--- config.mk ---
export PLATFORM = sky130hd
export DESIGN_NAME = tsc_conv_ctrl
export DESIGN_NICKNAME = d
export VERILOG_FILES = /design/src/inc/tsc_pkg.sv /design/src/rtl/tsc_alert_filter.sv /design/src/rtl/tsc_conv_ctrl.sv /design/src/rtl/tsc_interval_timer.sv
export SDC_FILE = /design/constraint.sdc
export NUM_CORES = 1
export LEC_CHECK = 0
export ABC_AREA = 1
export BUFFER_PORTS_ARGS = -buffer_cell sky130_fd_sc_hd__buf_2
export CAP_MARGIN = 40
export CORE_UTILIZATION = 56
export CTS_BUF_LIST = sky130_fd_sc_hd__clkbuf_16
export CTS_CLUSTER_DIAMETER = 120
export DETAILED_ROUTE_END_ITERATION = 8
export PLACE_DENSITY_LB_ADDON = 0.15
export SYNTH_ARGS = -nofsm -noshare
export SYNTH_HDL_FRONTEND = slang
export SYNTH_SLANG_ARGS = --single-unit
--- constraint.sdc ---
create_clock -name CLK -period 3.1 [get_ports CLK]
set_input_delay 0.465 -clock CLK [delete_from_list [all_inputs] [get_ports CLK]]
set_output_delay 0.465 -clock CLK [all_outputs]
set_load 0.1 [all_outputs]
--- src/inc/tsc_pkg.sv ---
package tsc_pkg;

    localparam int  CLK_PERIOD_NS     = 10;
    localparam real CONV_BASE_MS      = 12.5;
    localparam int  CONV_BASE_CYC     = int'(CONV_BASE_MS * 1.0e6 / CLK_PERIOD_NS);
    localparam real SLOWEST_RATE_HZ   = 0.0625;
    localparam int  SLOWEST_PERIOD_CYC =
        int'(1.0e9 / (SLOWEST_RATE_HZ * CLK_PERIOD_NS));

    localparam logic [7:0] PTR_CFG_RD  = 8'h03;
    localparam logic [7:0] PTR_CFG_WR  = 8'h09;
    localparam logic [7:0] PTR_PACE_RD = 8'h04;
    localparam logic [7:0] PTR_PACE_WR = 8'h0A;
    localparam logic [7:0] PTR_TRIGGER = 8'h0F;
    localparam logic [7:0] PTR_PREC    = 8'h1A;

    localparam logic [7:0] CFG_RST  = 8'h00;
    localparam logic [7:0] PACE_RST = 8'h08;
    localparam logic [7:0] PREC_RST = 8'h1C;

    localparam int CFG_MASK_BIT  = 7;
    localparam int CFG_SD_BIT    = 6;
    localparam int CFG_PINF_BIT  = 5;
    localparam int CFG_RANGE_BIT = 2;
    localparam int PREC_LSB      = 0;

    localparam logic [7:0] PACE_MAX_CODE = 8'h07;
    localparam logic [2:0] CONSEC_MAX    = 3'h4;

    typedef struct packed {
        logic alert_mask;
        logic shutdown_bit;
        logic pin_function_select;
        logic range_ext;
    } tsc_cfg_type;

    typedef enum logic [1:0] {
        S_BOOT = 2'b00,
        S_CONV = 2'b01,
        S_IDLE = 2'b10,
        S_SHDN = 2'b11
    } tsc_state_type;

    function automatic tsc_cfg_type cfg_unpack(input logic [7:0] b);
        tsc_cfg_type c;
        c.alert_mask          = b[CFG_MASK_BIT];
        c.shutdown_bit        = b[CFG_SD_BIT];
        c.pin_function_select = b[CFG_PINF_BIT];
        c.range_ext           = b[CFG_RANGE_BIT];
        return c;
    endfunction

    function automatic logic [7:0] cfg_pack(input tsc_cfg_type c);
        logic [7:0] b;
        b                = 8'h00;
        b[CFG_MASK_BIT]  = c.alert_mask;
        b[CFG_SD_BIT]    = c.shutdown_bit;
        b[CFG_PINF_BIT]  = c.pin_function_select;
        b[CFG_RANGE_BIT] = c.range_ext;
        return b;
    endfunction

    // 000->1, 001->2, 011->3, 111->4; other codes fall back to one
    function automatic logic [2:0] consec_need(input logic [2:0] sel);
        logic [2:0] n;
        unique case (sel)
            3'h1:    n = 3'h2;
            3'h3:    n = 3'h3;
            3'h7:    n = CONSEC_MAX;
            default: n = 3'h1;
        endcase
        return n;
    endfunction

endpackage

--- src/rtl/tsc_alert_filter.sv ---
`timescale 1ns/10ps
module tsc_alert_filter
    import tsc_pkg::*;
(
    input  wire logic       clk,
    input  wire logic       rst_b,
    input  wire logic       result_valid,
    input  wire logic       local_ool,
    input  wire logic       remote_ool,
    input  wire logic [2:0] consec_sel,
    input  wire logic       clear,
    output      logic       pending
);

    typedef struct packed {
        logic [2:0] lcnt;
        logic [2:0] rcnt;
        logic       pend;
    } tsc_flt_type;

    tsc_flt_type s_q;
    tsc_flt_type s_d;

    function automatic logic [2:0] bump(input logic ool, input logic [2:0] c);
        logic [2:0] r;
        r = 3'h0;
        if (ool) begin
            r = (c >= CONSEC_MAX) ? CONSEC_MAX : c + 3'h1;
        end
        return r;
    endfunction

    always_comb begin
        logic [2:0] need;
        logic       hit;
        need = consec_need(consec_sel);
        hit  = 1'b0;
        s_d  = s_q;
        if (result_valid) begin
            s_d.lcnt = bump(local_ool, s_q.lcnt);
            s_d.rcnt = bump(remote_ool, s_q.rcnt);
            hit      = (s_d.lcnt >= need) || (s_d.rcnt >= need);
        end
        // a new hit in the clearing cycle keeps the condition set
        if (hit) begin
            s_d.pend = 1'b1;
        end else if (clear) begin
            s_d.pend = 1'b0;
        end
    end

    always_ff @(posedge clk or negedge rst_b) begin
        if (!rst_b) begin
            s_q <= '0;
        end else begin
            s_q <= s_d;
        end
    end

    assign pending = s_q.pend;

endmodule

--- src/rtl/tsc_conv_ctrl.sv ---
`timescale 1ns/10ps
module tsc_conv_ctrl
    import tsc_pkg::*;
#(
    parameter int unsigned CONV_BASE_CYCLES  = CONV_BASE_CYC,
    parameter int unsigned SLOWEST_PERIOD_CYCLES = SLOWEST_PERIOD_CYC
) (
    input  wire logic       CLK,
    input  wire logic       RST_B,
    // pointer register access from the two-wire front end
    input  wire logic       WR_STB,
    input  wire logic       RD_STB,
    input  wire logic [7:0] PTR,
    input  wire logic [7:0] WDATA,
    output      logic [7:0] RDATA,
    output      logic       RD_HIT,
    // comparator side
    input  wire logic       LOCAL_HIGH_FLAG,
    input  wire logic       REMOTE_HIGH_FLAG,
    input  wire logic       RESULT_VALID,
    input  wire logic       LOCAL_LIMIT_EXCEEDED,
    input  wire logic       REMOTE_LIMIT_EXCEEDED,
    input  wire logic [2:0] CONSEC_SEL,
    input  wire logic       ALERT_CLEAR,
    // shared open-drain alert / high-limit thermal pin
    output      logic       ALERT_PIN_O,
    output      logic       ALERT_PIN_OE,
    output      logic       ALERT_PENDING,
    // converter control
    output      logic       CONV_START,
    output      logic       CONV_DONE,
    output      logic       CONV_BUSY,
    output      logic       RANGE_EXT,
    output      logic [1:0] LOCAL_RES
);

    generate
        if (CONV_BASE_CYCLES < 2) begin : g_chk_conv
            $error("conversion base count must be at least two");
        end
        if (CONV_BASE_CYCLES > 32'h0FFF_FFFF) begin : g_chk_conv_w
            $error("conversion count overflows timer");
        end
        if (SLOWEST_PERIOD_CYCLES < 128) begin : g_chk_per
            $error("slowest period too short for the pace codes");
        end
    endgenerate

    localparam logic [31:0] BASE_C = 32'(CONV_BASE_CYCLES);
    localparam logic [31:0] SLOW_C = 32'(SLOWEST_PERIOD_CYCLES);

    typedef struct packed {
        tsc_state_type st;
        tsc_cfg_type   cfg;
        logic [7:0]    pace;
        logic [7:0]    prec;
        logic [1:0]    conv_res;
        logic [7:0]    rdata;
        logic          rd_hit;
        logic          start;
        logic          done;
        logic          busy;
        logic          pin_oe;
    } tsc_ctrl_type;

    tsc_ctrl_type s_q;
    tsc_ctrl_type s_d;

    logic        tmr_load;
    logic [31:0] tmr_val;
    logic        tmr_exp;
    logic        alert_pend;

    function automatic logic [31:0] conv_cycles(input logic [1:0] res);
        return BASE_C << res;
    endfunction

    function automatic logic [31:0] idle_cycles(input logic [7:0] code,
                                                input logic [1:0] res);
        logic [7:0]  sh;
        logic [31:0] per;
        logic [31:0] cv;
        sh  = (code > PACE_MAX_CODE) ? PACE_MAX_CODE : code;
        per = SLOW_C >> sh[2:0];
        cv  = conv_cycles(res);
        // only the gap shrinks or grows; a too-slow conversion leaves a one-cycle gap
        return (per > cv) ? per - cv : 32'h0000_0001;
    endfunction

    tsc_interval_timer #(
        .W        (32)
    ) u_timer (
        .clk      (CLK),
        .rst_b    (RST_B),
        .load     (tmr_load),
        .load_val (tmr_val),
        .expired  (tmr_exp)
    );

    tsc_alert_filter u_filter (
        .clk          (CLK),
        .rst_b        (RST_B),
        .result_valid (RESULT_VALID),
        .local_ool    (LOCAL_LIMIT_EXCEEDED),
        .remote_ool   (REMOTE_LIMIT_EXCEEDED),
        .consec_sel   (CONSEC_SEL),
        .clear        (ALERT_CLEAR),
        .pending      (alert_pend)
    );

    always_comb begin
        logic trig_req;
        logic go;
        trig_req = 1'b0;
        go       = 1'b0;
        tmr_load = 1'b0;
        tmr_val  = 32'h0000_0000;
        s_d        = s_q;
        s_d.start  = 1'b0;
        s_d.done   = 1'b0;
        s_d.rd_hit = 1'b0;

        // register writes
        if (WR_STB) begin
            unique case (PTR)
                PTR_CFG_WR: begin
                    s_d.cfg = cfg_unpack(WDATA);
                end
                PTR_PACE_WR: begin
                    s_d.pace = WDATA;
                end
                PTR_PREC: begin
                    s_d.prec = WDATA;
                end
                PTR_TRIGGER: begin
                    // data byte is dropped on purpose
                    trig_req = 1'b1;
                end
                default: begin
                end
            endcase
        end

        // register reads; pointers owned elsewhere answer with no hit
        if (RD_STB) begin
            s_d.rd_hit = 1'b1;
            unique case (PTR)
                PTR_CFG_RD: begin
                    s_d.rdata = cfg_pack(s_q.cfg);
                end
                PTR_PACE_RD: begin
                    s_d.rdata = s_q.pace;
                end
                PTR_PREC: begin
                    s_d.rdata = s_q.prec;
                end
                default: begin
                    s_d.rdata  = 8'h00;
                    s_d.rd_hit = 1'b0;
                end
            endcase
        end

        // conversion sequencing
        unique case (s_q.st)
            S_BOOT: begin
                go = 1'b1;
            end
            S_CONV: begin
                if (tmr_exp) begin
                    s_d.done = 1'b1;
                    s_d.busy = 1'b0;
                    if (s_q.cfg.shutdown_bit) begin
                        s_d.st = S_SHDN;
                    end else begin
                        s_d.st   = S_IDLE;
                        tmr_load = 1'b1;
                        tmr_val  = idle_cycles(s_q.pace, s_q.conv_res);
                    end
                end
            end
            S_IDLE: begin
                if (s_q.cfg.shutdown_bit) begin
                    s_d.st = S_SHDN;
                end else if (tmr_exp) begin
                    go = 1'b1;
                end
            end
            S_SHDN: begin
                if (!s_q.cfg.shutdown_bit) begin
                    go = 1'b1;
                end else if (trig_req) begin
                    go = 1'b1;
                end
            end
        endcase

        if (go) begin
            s_d.st       = S_CONV;
            s_d.start    = 1'b1;
            s_d.busy     = 1'b1;
            s_d.conv_res = s_q.prec[PREC_LSB +: 2];
            tmr_load     = 1'b1;
            // done is registered one edge after expiry, so the timer runs one short
            tmr_val      = conv_cycles(s_q.prec[PREC_LSB +: 2]) - 32'h1;
        end

        // pin function
        if (s_q.cfg.pin_function_select) begin
            // flags are live comparator levels with hysteresis
            s_d.pin_oe = LOCAL_HIGH_FLAG || REMOTE_HIGH_FLAG;
        end else begin
            s_d.pin_oe = alert_pend && !s_q.cfg.alert_mask;
        end
    end

    always_ff @(posedge CLK or negedge RST_B) begin
        if (!RST_B) begin
            s_q.st       <= S_BOOT;
            s_q.cfg      <= cfg_unpack(CFG_RST);
            s_q.pace     <= PACE_RST;
            s_q.prec     <= PREC_RST;
            s_q.conv_res <= 2'h0;
            s_q.rdata    <= 8'h00;
            s_q.rd_hit   <= 1'b0;
            s_q.start    <= 1'b0;
            s_q.done     <= 1'b0;
            s_q.busy     <= 1'b0;
            s_q.pin_oe   <= 1'b0;
        end else begin
            s_q <= s_d;
        end
    end

    assign RDATA         = s_q.rdata;
    assign RD_HIT        = s_q.rd_hit;
    assign ALERT_PIN_O   = 1'b0;
    assign ALERT_PIN_OE  = s_q.pin_oe;
    assign ALERT_PENDING = alert_pend;
    assign CONV_START    = s_q.start;
    assign CONV_DONE     = s_q.done;
    assign CONV_BUSY     = s_q.busy;
    assign RANGE_EXT     = s_q.cfg.range_ext;
    assign LOCAL_RES     = s_q.prec[PREC_LSB +: 2];

endmodule

--- src/rtl/tsc_interval_timer.sv ---
`timescale 1ns/10ps
module tsc_interval_timer
    import tsc_pkg::*;
#(
    parameter int W = 32
) (
    input  wire logic         clk,
    input  wire logic         rst_b,
    input  wire logic         load,
    input  wire logic [W-1:0] load_val,
    output      logic         expired
);

    generate
        if (W < 8) begin : g_chk
            $error("timer width too small");
        end
    endgenerate

    typedef struct packed {
        logic [W-1:0] cnt;
        logic         exp;
    } tsc_tmr_type;

    tsc_tmr_type s_q;
    tsc_tmr_type s_d;

    always_comb begin
        s_d     = s_q;
        s_d.exp = 1'b0;
        if (load) begin
            s_d.cnt = (load_val == '0) ? W'(1) : load_val;
        end else if (s_q.cnt != '0) begin
            s_d.cnt = s_q.cnt - W'(1);
            s_d.exp = (s_q.cnt == W'(1));
        end
    end

    always_ff @(posedge clk or negedge rst_b) begin
        if (!rst_b) begin
            s_q <= '0;
        end else begin
            s_q <= s_d;
        end
    end

    assign expired = s_q.exp;

endmodule
* Yosys cells after proc, flatten, opt, wreduce, memory -nomap -nowiden
Cells that the tools add are included.
** Cells by class
- Mux-type cells :: 44
- Shift operators :: 3
- Eq/ne operators :: 15
- $add $sub $neg :: 5
- Reductions and logical operators :: 18
- $lt $le $gt $ge :: 6
** Operators with widths (count)
- $mux 32 :: 7
- $shl 21x2->32 const A :: 2
- $sub 32x1->32 const B :: 2
- $mux 33 :: 1
- $eq 32x1->1 const B :: 1
- $gt 32x32->1 :: 1
- $logic_not 32->1 :: 1
- $reduce_bool 32->1 :: 1
- $shr 31x3->32 const A :: 1
- $sub 32x32->32 :: 1
- $eq 8x4->1 const B :: 3
- $pmux 8 s3 :: 1
- $mux 3 :: 7
- $mux 1 :: 20
- $mux 2 :: 5
- $pmux 3 s3 :: 1
- $eq 8x2->1 const B :: 1
- $eq 8x3->1 const B :: 1
- $eq 8x5->1 const B :: 1
- $gt 8x3->1 const B :: 1
- $reduce_and 2->1 :: 4
- $reduce_bool 2->1 :: 4
- $add 3x1->3 const B :: 2
- $ge 3x3->1 :: 2
- 17 further kinds :: 20
** Word-level totals
- Register bits after elaboration :: 77
- Input bits :: 29
- Word-level logic and storage cells :: 110
- Output and inout bits :: 18

* Depth between registers and ports, before layout
- Depth in word-level cells :: 12
- Mapped depth :: 31
- Depth with buffers taken out :: 30

* Cells and area by module
From an unflattened synthesis, not the netlist that was laid out.
** Unflattened totals
- Cell total of the unflattened synthesis :: 982
- Area, all modules :: 6804.0 um2
** By module, submodules not included
- tsc_conv_ctrl :: cells an instance 565, times used 1, area each 3831.2 um2, seq. area each 930.9 um2
- tsc_interval_timer :: cells an instance 345, times used 1, area each 2427.3 um2, seq. area each 825.8 um2
- tsc_alert_filter :: cells an instance 72, times used 1, area each 545.5 um2, seq. area each 175.2 um2

* Least setup slack after synthesis
OpenSTA, ideal clock, no wires.
- Path kind :: flip-flop to flip-flop
- Start :: register s_q[27] (netlist name)
- End :: register u_timer.s_q[27] (netlist name)
- Setup slack :: -0.108 ns
- Library setup time :: 0.132 ns
- Clock period less this slack :: 3.208 ns
- Buffers on the path :: 1
- Required time :: 2.968 ns
- Stages on the path, launching flop included :: 28
- Data arrival time :: 3.076 ns
- Path through :: dfrtp_1 -> nor2_4 -> nand2_1 -> nor2_4 -> nand2_1 -> nor2_1 -> inv_1 -> nor2_1 -> inv_1 -> nand2_1 -> inv_1 -> ha_1 -> nand2_1 -> nor2_1 -> nand2_1 -> nor2_1 -> nand4_4 -> nand3_4 -> inv_4 -> buf_6 -> nand2_1 -> nand3_1 -> nor2_1 -> nand3_1 -> nor2_1 -> nand2_1 -> nand2_1 -> o21ai_1
** On the way
- Cells in the longest elaborated chain, start to end :: 12
- Elaborated cells on any way between the ends :: 13
- Those cells by class :: 1 x add/sub; 2 x order compare; 1 x shift; 8 x mux; 1 x reduce/logical
** RTL lines
- start: declaration :: line tsc_conv_ctrl.sv:66 : tsc_ctrl_type s_q;
- $gt 8x3->1 (*) :: line tsc_conv_ctrl.sv:83 : sh = (code > PACE_MAX_CODE) ? PACE_MAX_CODE : code;
- $mux 3 (*) :: line tsc_conv_ctrl.sv:83
- $shr 31x3->32 (*) :: line tsc_conv_ctrl.sv:84 : per = SLOW_C >> sh[2:0];
- $sub 32x32->32 or $gt 32x32->1 (tied branches) :: line tsc_conv_ctrl.sv:87 : return (per > cv) ? per - cv : 32'h0000_0001;
- $mux 32 (*) :: line tsc_conv_ctrl.sv:87
- $mux 32 (*) :: line tsc_conv_ctrl.sv:173 : if (s_q.cfg.shutdown_bit) begin
- $mux 32 (*) :: line tsc_conv_ctrl.sv:170 : if (tmr_exp) begin
- $mux 32 (*) :: line tsc_conv_ctrl.sv:165 : unique case (s_q.st)
- $mux 32 (*) :: line tsc_conv_ctrl.sv:198 : if (go) begin
- $logic_not 32->1 :: line tsc_interval_timer.sv:32 : s_d.cnt = (load_val == '0) ? W'(1) : load_val;
- $mux 32 (*) :: line tsc_interval_timer.sv:32
- $mux 32 (*) :: line tsc_interval_timer.sv:31 : if (load) begin
- end signal: assignment :: line tsc_interval_timer.sv:41 : s_q <= '0;
- end signal: assignment :: line tsc_interval_timer.sv:43 : s_q <= s_d;
- end: declaration :: line tsc_interval_timer.sv:25 : tsc_tmr_type s_q;
Mark *: on every way between the ends. The rest lies on a longest branch, timed or not.
A chain may end at the register's enable or synchronous reset.

* Worst setup path after layout
Same ends and word-level chain as after synthesis.

==> results by group <==
Worst setup path
  • CP max FO: 4
  • Crit path top cell by count: nor2_4
  • Req. time, crit path: 3320 ps
  • CP Class: flip-flop to flip-flop
  • Worst EP arrival: 3710 ps
  • Largest stage delay, worst path: 400 ps
  • Startpoint types: flip-flop
  • R2R cell count: 27
  • FF-to-FF End: u_timer.s_q[27]
  • Reg2Reg Setup Slack: -390 ps
  • Crit end category: flip-flop
  • Slowest CP cell: dfrtp_1
  • Launch instance of the worst register-to-register path: s_q[27]

Timing
  • Clock skew: 7.02 ps
  • Fin crit share: 113%
  • Fmax: 286 MHz
  • Final Max Tran Viols: 0
  • Final worst slack: -390 ps
  • Setup TNS: -1850 ps
  • Worst rel slew slack: 36.5%
  • Final setup viols: 13
  • Fin crit period: 3490 ps
  • RSZ-0062 raised after global routing: true
  • Worst-margin pin slew: 949 ps
  • Final hold viol count: 0

Min path
  • WHS Path Cells: 2
  • Worst Hold Launch: ALERT_CLEAR
  • Min-Delay Endpoint: u_filter.pending
  • HP Class: primary input to flip-flop

Floorplan
  • Die Wd: 108 um
  • Initial Utilization: 57.7%
  • Full die area: 11600 um2
  • Die height: 108 um
  • I/O Pins: 47
  • FP Rows: 38
  • Core Region: 10900 um2

Clock tree
  • Clock transition at the registers of the reported paths: 60 ps
  • H-Tree Level Count: 3
  • Root Driver: clkbuf_16
  • Clock sink count: 77
  • CTS tree: yes
  • Num CTS Buffers: 9
  • Clock latency on the worst-skew pair: 340 ps
  • Max clock buf depth: 2

Logic synthesis
  • Top FF cell, synth: dfrtp_1
  • Synth Cell Area: 6280 um2
  • Synth Register Bits: 77
  • Post-synth EDFFs: 0
  • Synth async-reset ratio: 100%
  • Mapped Cells: 911
  • Synth unique cells: 50
  • Post-synthesis net count: 985
  • Mean Syn Cell Area: 6.89 um2
  • Sequential fraction of the synthesis area: 30.8%
  • YS warnings: 0

Route
  • First DRT Iteration DRCs: 635
  • Vias per Instance: 5.43
  • DRC viols: 0
  • First drt pass iteration count: 5
  • Vias: 6775
  • Avg WL per Cell: 15.6 um
  • Final ANT Viol Nets: 0
  • Routed WL: 19500 um

Global route
  • Pin count of the biggest net entering global routing: 69
  • GRT Util Overall: 32.5%
  • Global-route wire length before repair: 29200 um
  • Initial antenna violation count: 0
  • Global route total overflow: 0
  • Number of global-route vias before repair: 6158

Power
  • VDD IR-drop max: 659 uV
  • LEAKAGE: 4.42 nW
  • Power density over the cells: 847 nW/um2

Place
  • Pre-CTS setup slack: -378 ps
  • HPWL Detailed: 13900 um
  • Placed cell areas: 7610 um2
  • Placed insts: 1201
  • IO Port Bufs: 45
  • GPL Wtd Cong: 0.968

Flow run
  • Max_cap viols: 0

Cells and area
  • # diodes: 0
  • Commonest non-fill, non-tap cell in the layout: nand2_1
  • Final nets: 1178
  • Finished Core Util: 80.5%
  • Filler instances: 747
  • Share of layout cells above drive strength 1: 34.1%
  • Area growth syn-to-layout: 39.7%
  • Finished Cell Area: 8770 um2
  • Most frequent cells in the layout: nand2_1 (156), buf_4 (146), inv_1 (127)
  • Fin cells: 1248

Outcome
  • Status: finished with violations
  • Failing checks: setup timing
[final cells by class]
class                      count  area, um2  share of cell area (%)
multi-input combinational    660       4280                    48.8
sequential                    77       1930                    22.0
timing repair buffer         203       1490                    17.0
inverter                     152        581                    6.62
clock buffer                   9        225                    2.57
tap                          140        175                    2.00
clock inverter                 6       87.6                   0.999
timing repair inverter         1       6.26                  0.0713
[where the power goes]
group,switching [W],internal (W)
combinational,0.00281,0.00213
sequential,0.000159,0.00120
clock,0.000429,0.000702
[Yosys cell counts (all sizes together), types with 3 or more instances]
master  instances  area (um2)
a21boi          3        22.5
a31o            3        26.3
nand3b          4        30.0
nor3           12        65.1
buf            15         114
nor2          143         567
inv           151         569
ha             44         551
nand3          45         273
o22ai           8        50.1
clkbuf          8        30.0
a21oi          50         254
a31oi           6        37.5
nand2         193         754
dfstp           4         105
nor4            4        25.0
nand4          19         140
dfrtp          73        1830
xor2           17         149
or2             6        37.5
o311ai          6        52.6
o31ai          13        97.6
o21ai          58         290
xnor2          10        87.6
o21a            4        30.0
[layer usage]
metal	share of wire, %	GRT usage, %	vias up
met5	0	0	-
met4	3.3	14.9	0
met3	5.1	5.08	60
met2	49	53.0	241
met1	43	42.0	3138
li1	-	-	3336
[registers in the layout (all words and copies together) (netlist names)]
register / cells
u_timer.s_q: 32
s_q: 21
RDATA: 8
u_filter.s_q: 6
LOCAL_RES: 2
ALERT_PIN_OE: 1
CONV_BUSY: 1
CONV_DONE: 1
CONV_START: 1
RANGE_EXT: 1
RD_HIT: 1
u_filter.pending: 1
u_timer.expired: 1
[metrics by stage]
stage,hold slack [ps],power [W]
CTS,303,0.00664
floorplan,169,0.00379
global route,314,0.00788
global placement,459,0.00530
detailed placement,312,0.00534
finish,303,0.00743
[worst max-delay path by stage]
stage	cells after the start	slack, ps	from	to
finish	27	-390	s_q[27]	u_timer.s_q[27]
global route	29	-620	s_q[27]	u_timer.s_q[27]
CTS	26	-170	s_q[28]	u_timer.s_q[27]
detailed placement	27	-380	s_q[27]	u_timer.s_q[27]
global placement	27	-360	s_q[27]	u_timer.s_q[27]
floorplan	27	3	s_q[27]	u_timer.s_q[1]
[kinds of logic (layout without fill, tap and decap cells)]
| kind of cell | Yosys count | after routing | share of synthesized area [%] |
|---|---|---|---|
| AO/OA/AOI/OAI | 157 | 157 | 14.4 |
| XOR/XNOR | 27 | 27 | 3.77 |
| adder cells (fa/ha/maj) | 45 | 45 | 9.09 |
| buffers and inverters | 175 | 371 | 11.4 |
| flip-flops | 77 | 77 | 30.8 |
| other | 1 | 1 | 0.0597 |
| AND/OR/NAND/NOR | 429 | 430 | 30.5 |
[worst max-delay path, delay by kind of cell (launching register included)]
kind | cells | cell delay, ps
fa+ha+maj | 1 | 300
simple gates | 21 | 2210
flops | 1 | 400
buf+inv | 4 | 370
compound gates | 1 | 70
[timing repair]
| action | in CTS | in global routing |
|---|---|---|
| endpoints found under the setup margin | 23 | 26 |
| endpoints found under the hold margin | 9 | 0 |
| buffers inserted | 8 | 21 |
| pin swaps | 9 | 46 |
| gates resized for setup | 35 | 130 |
| hold buffers | 1 | 0 |
| gates cloned | 1 | 1 |
No activity file was read; power rests on OpenSTA's default activity.
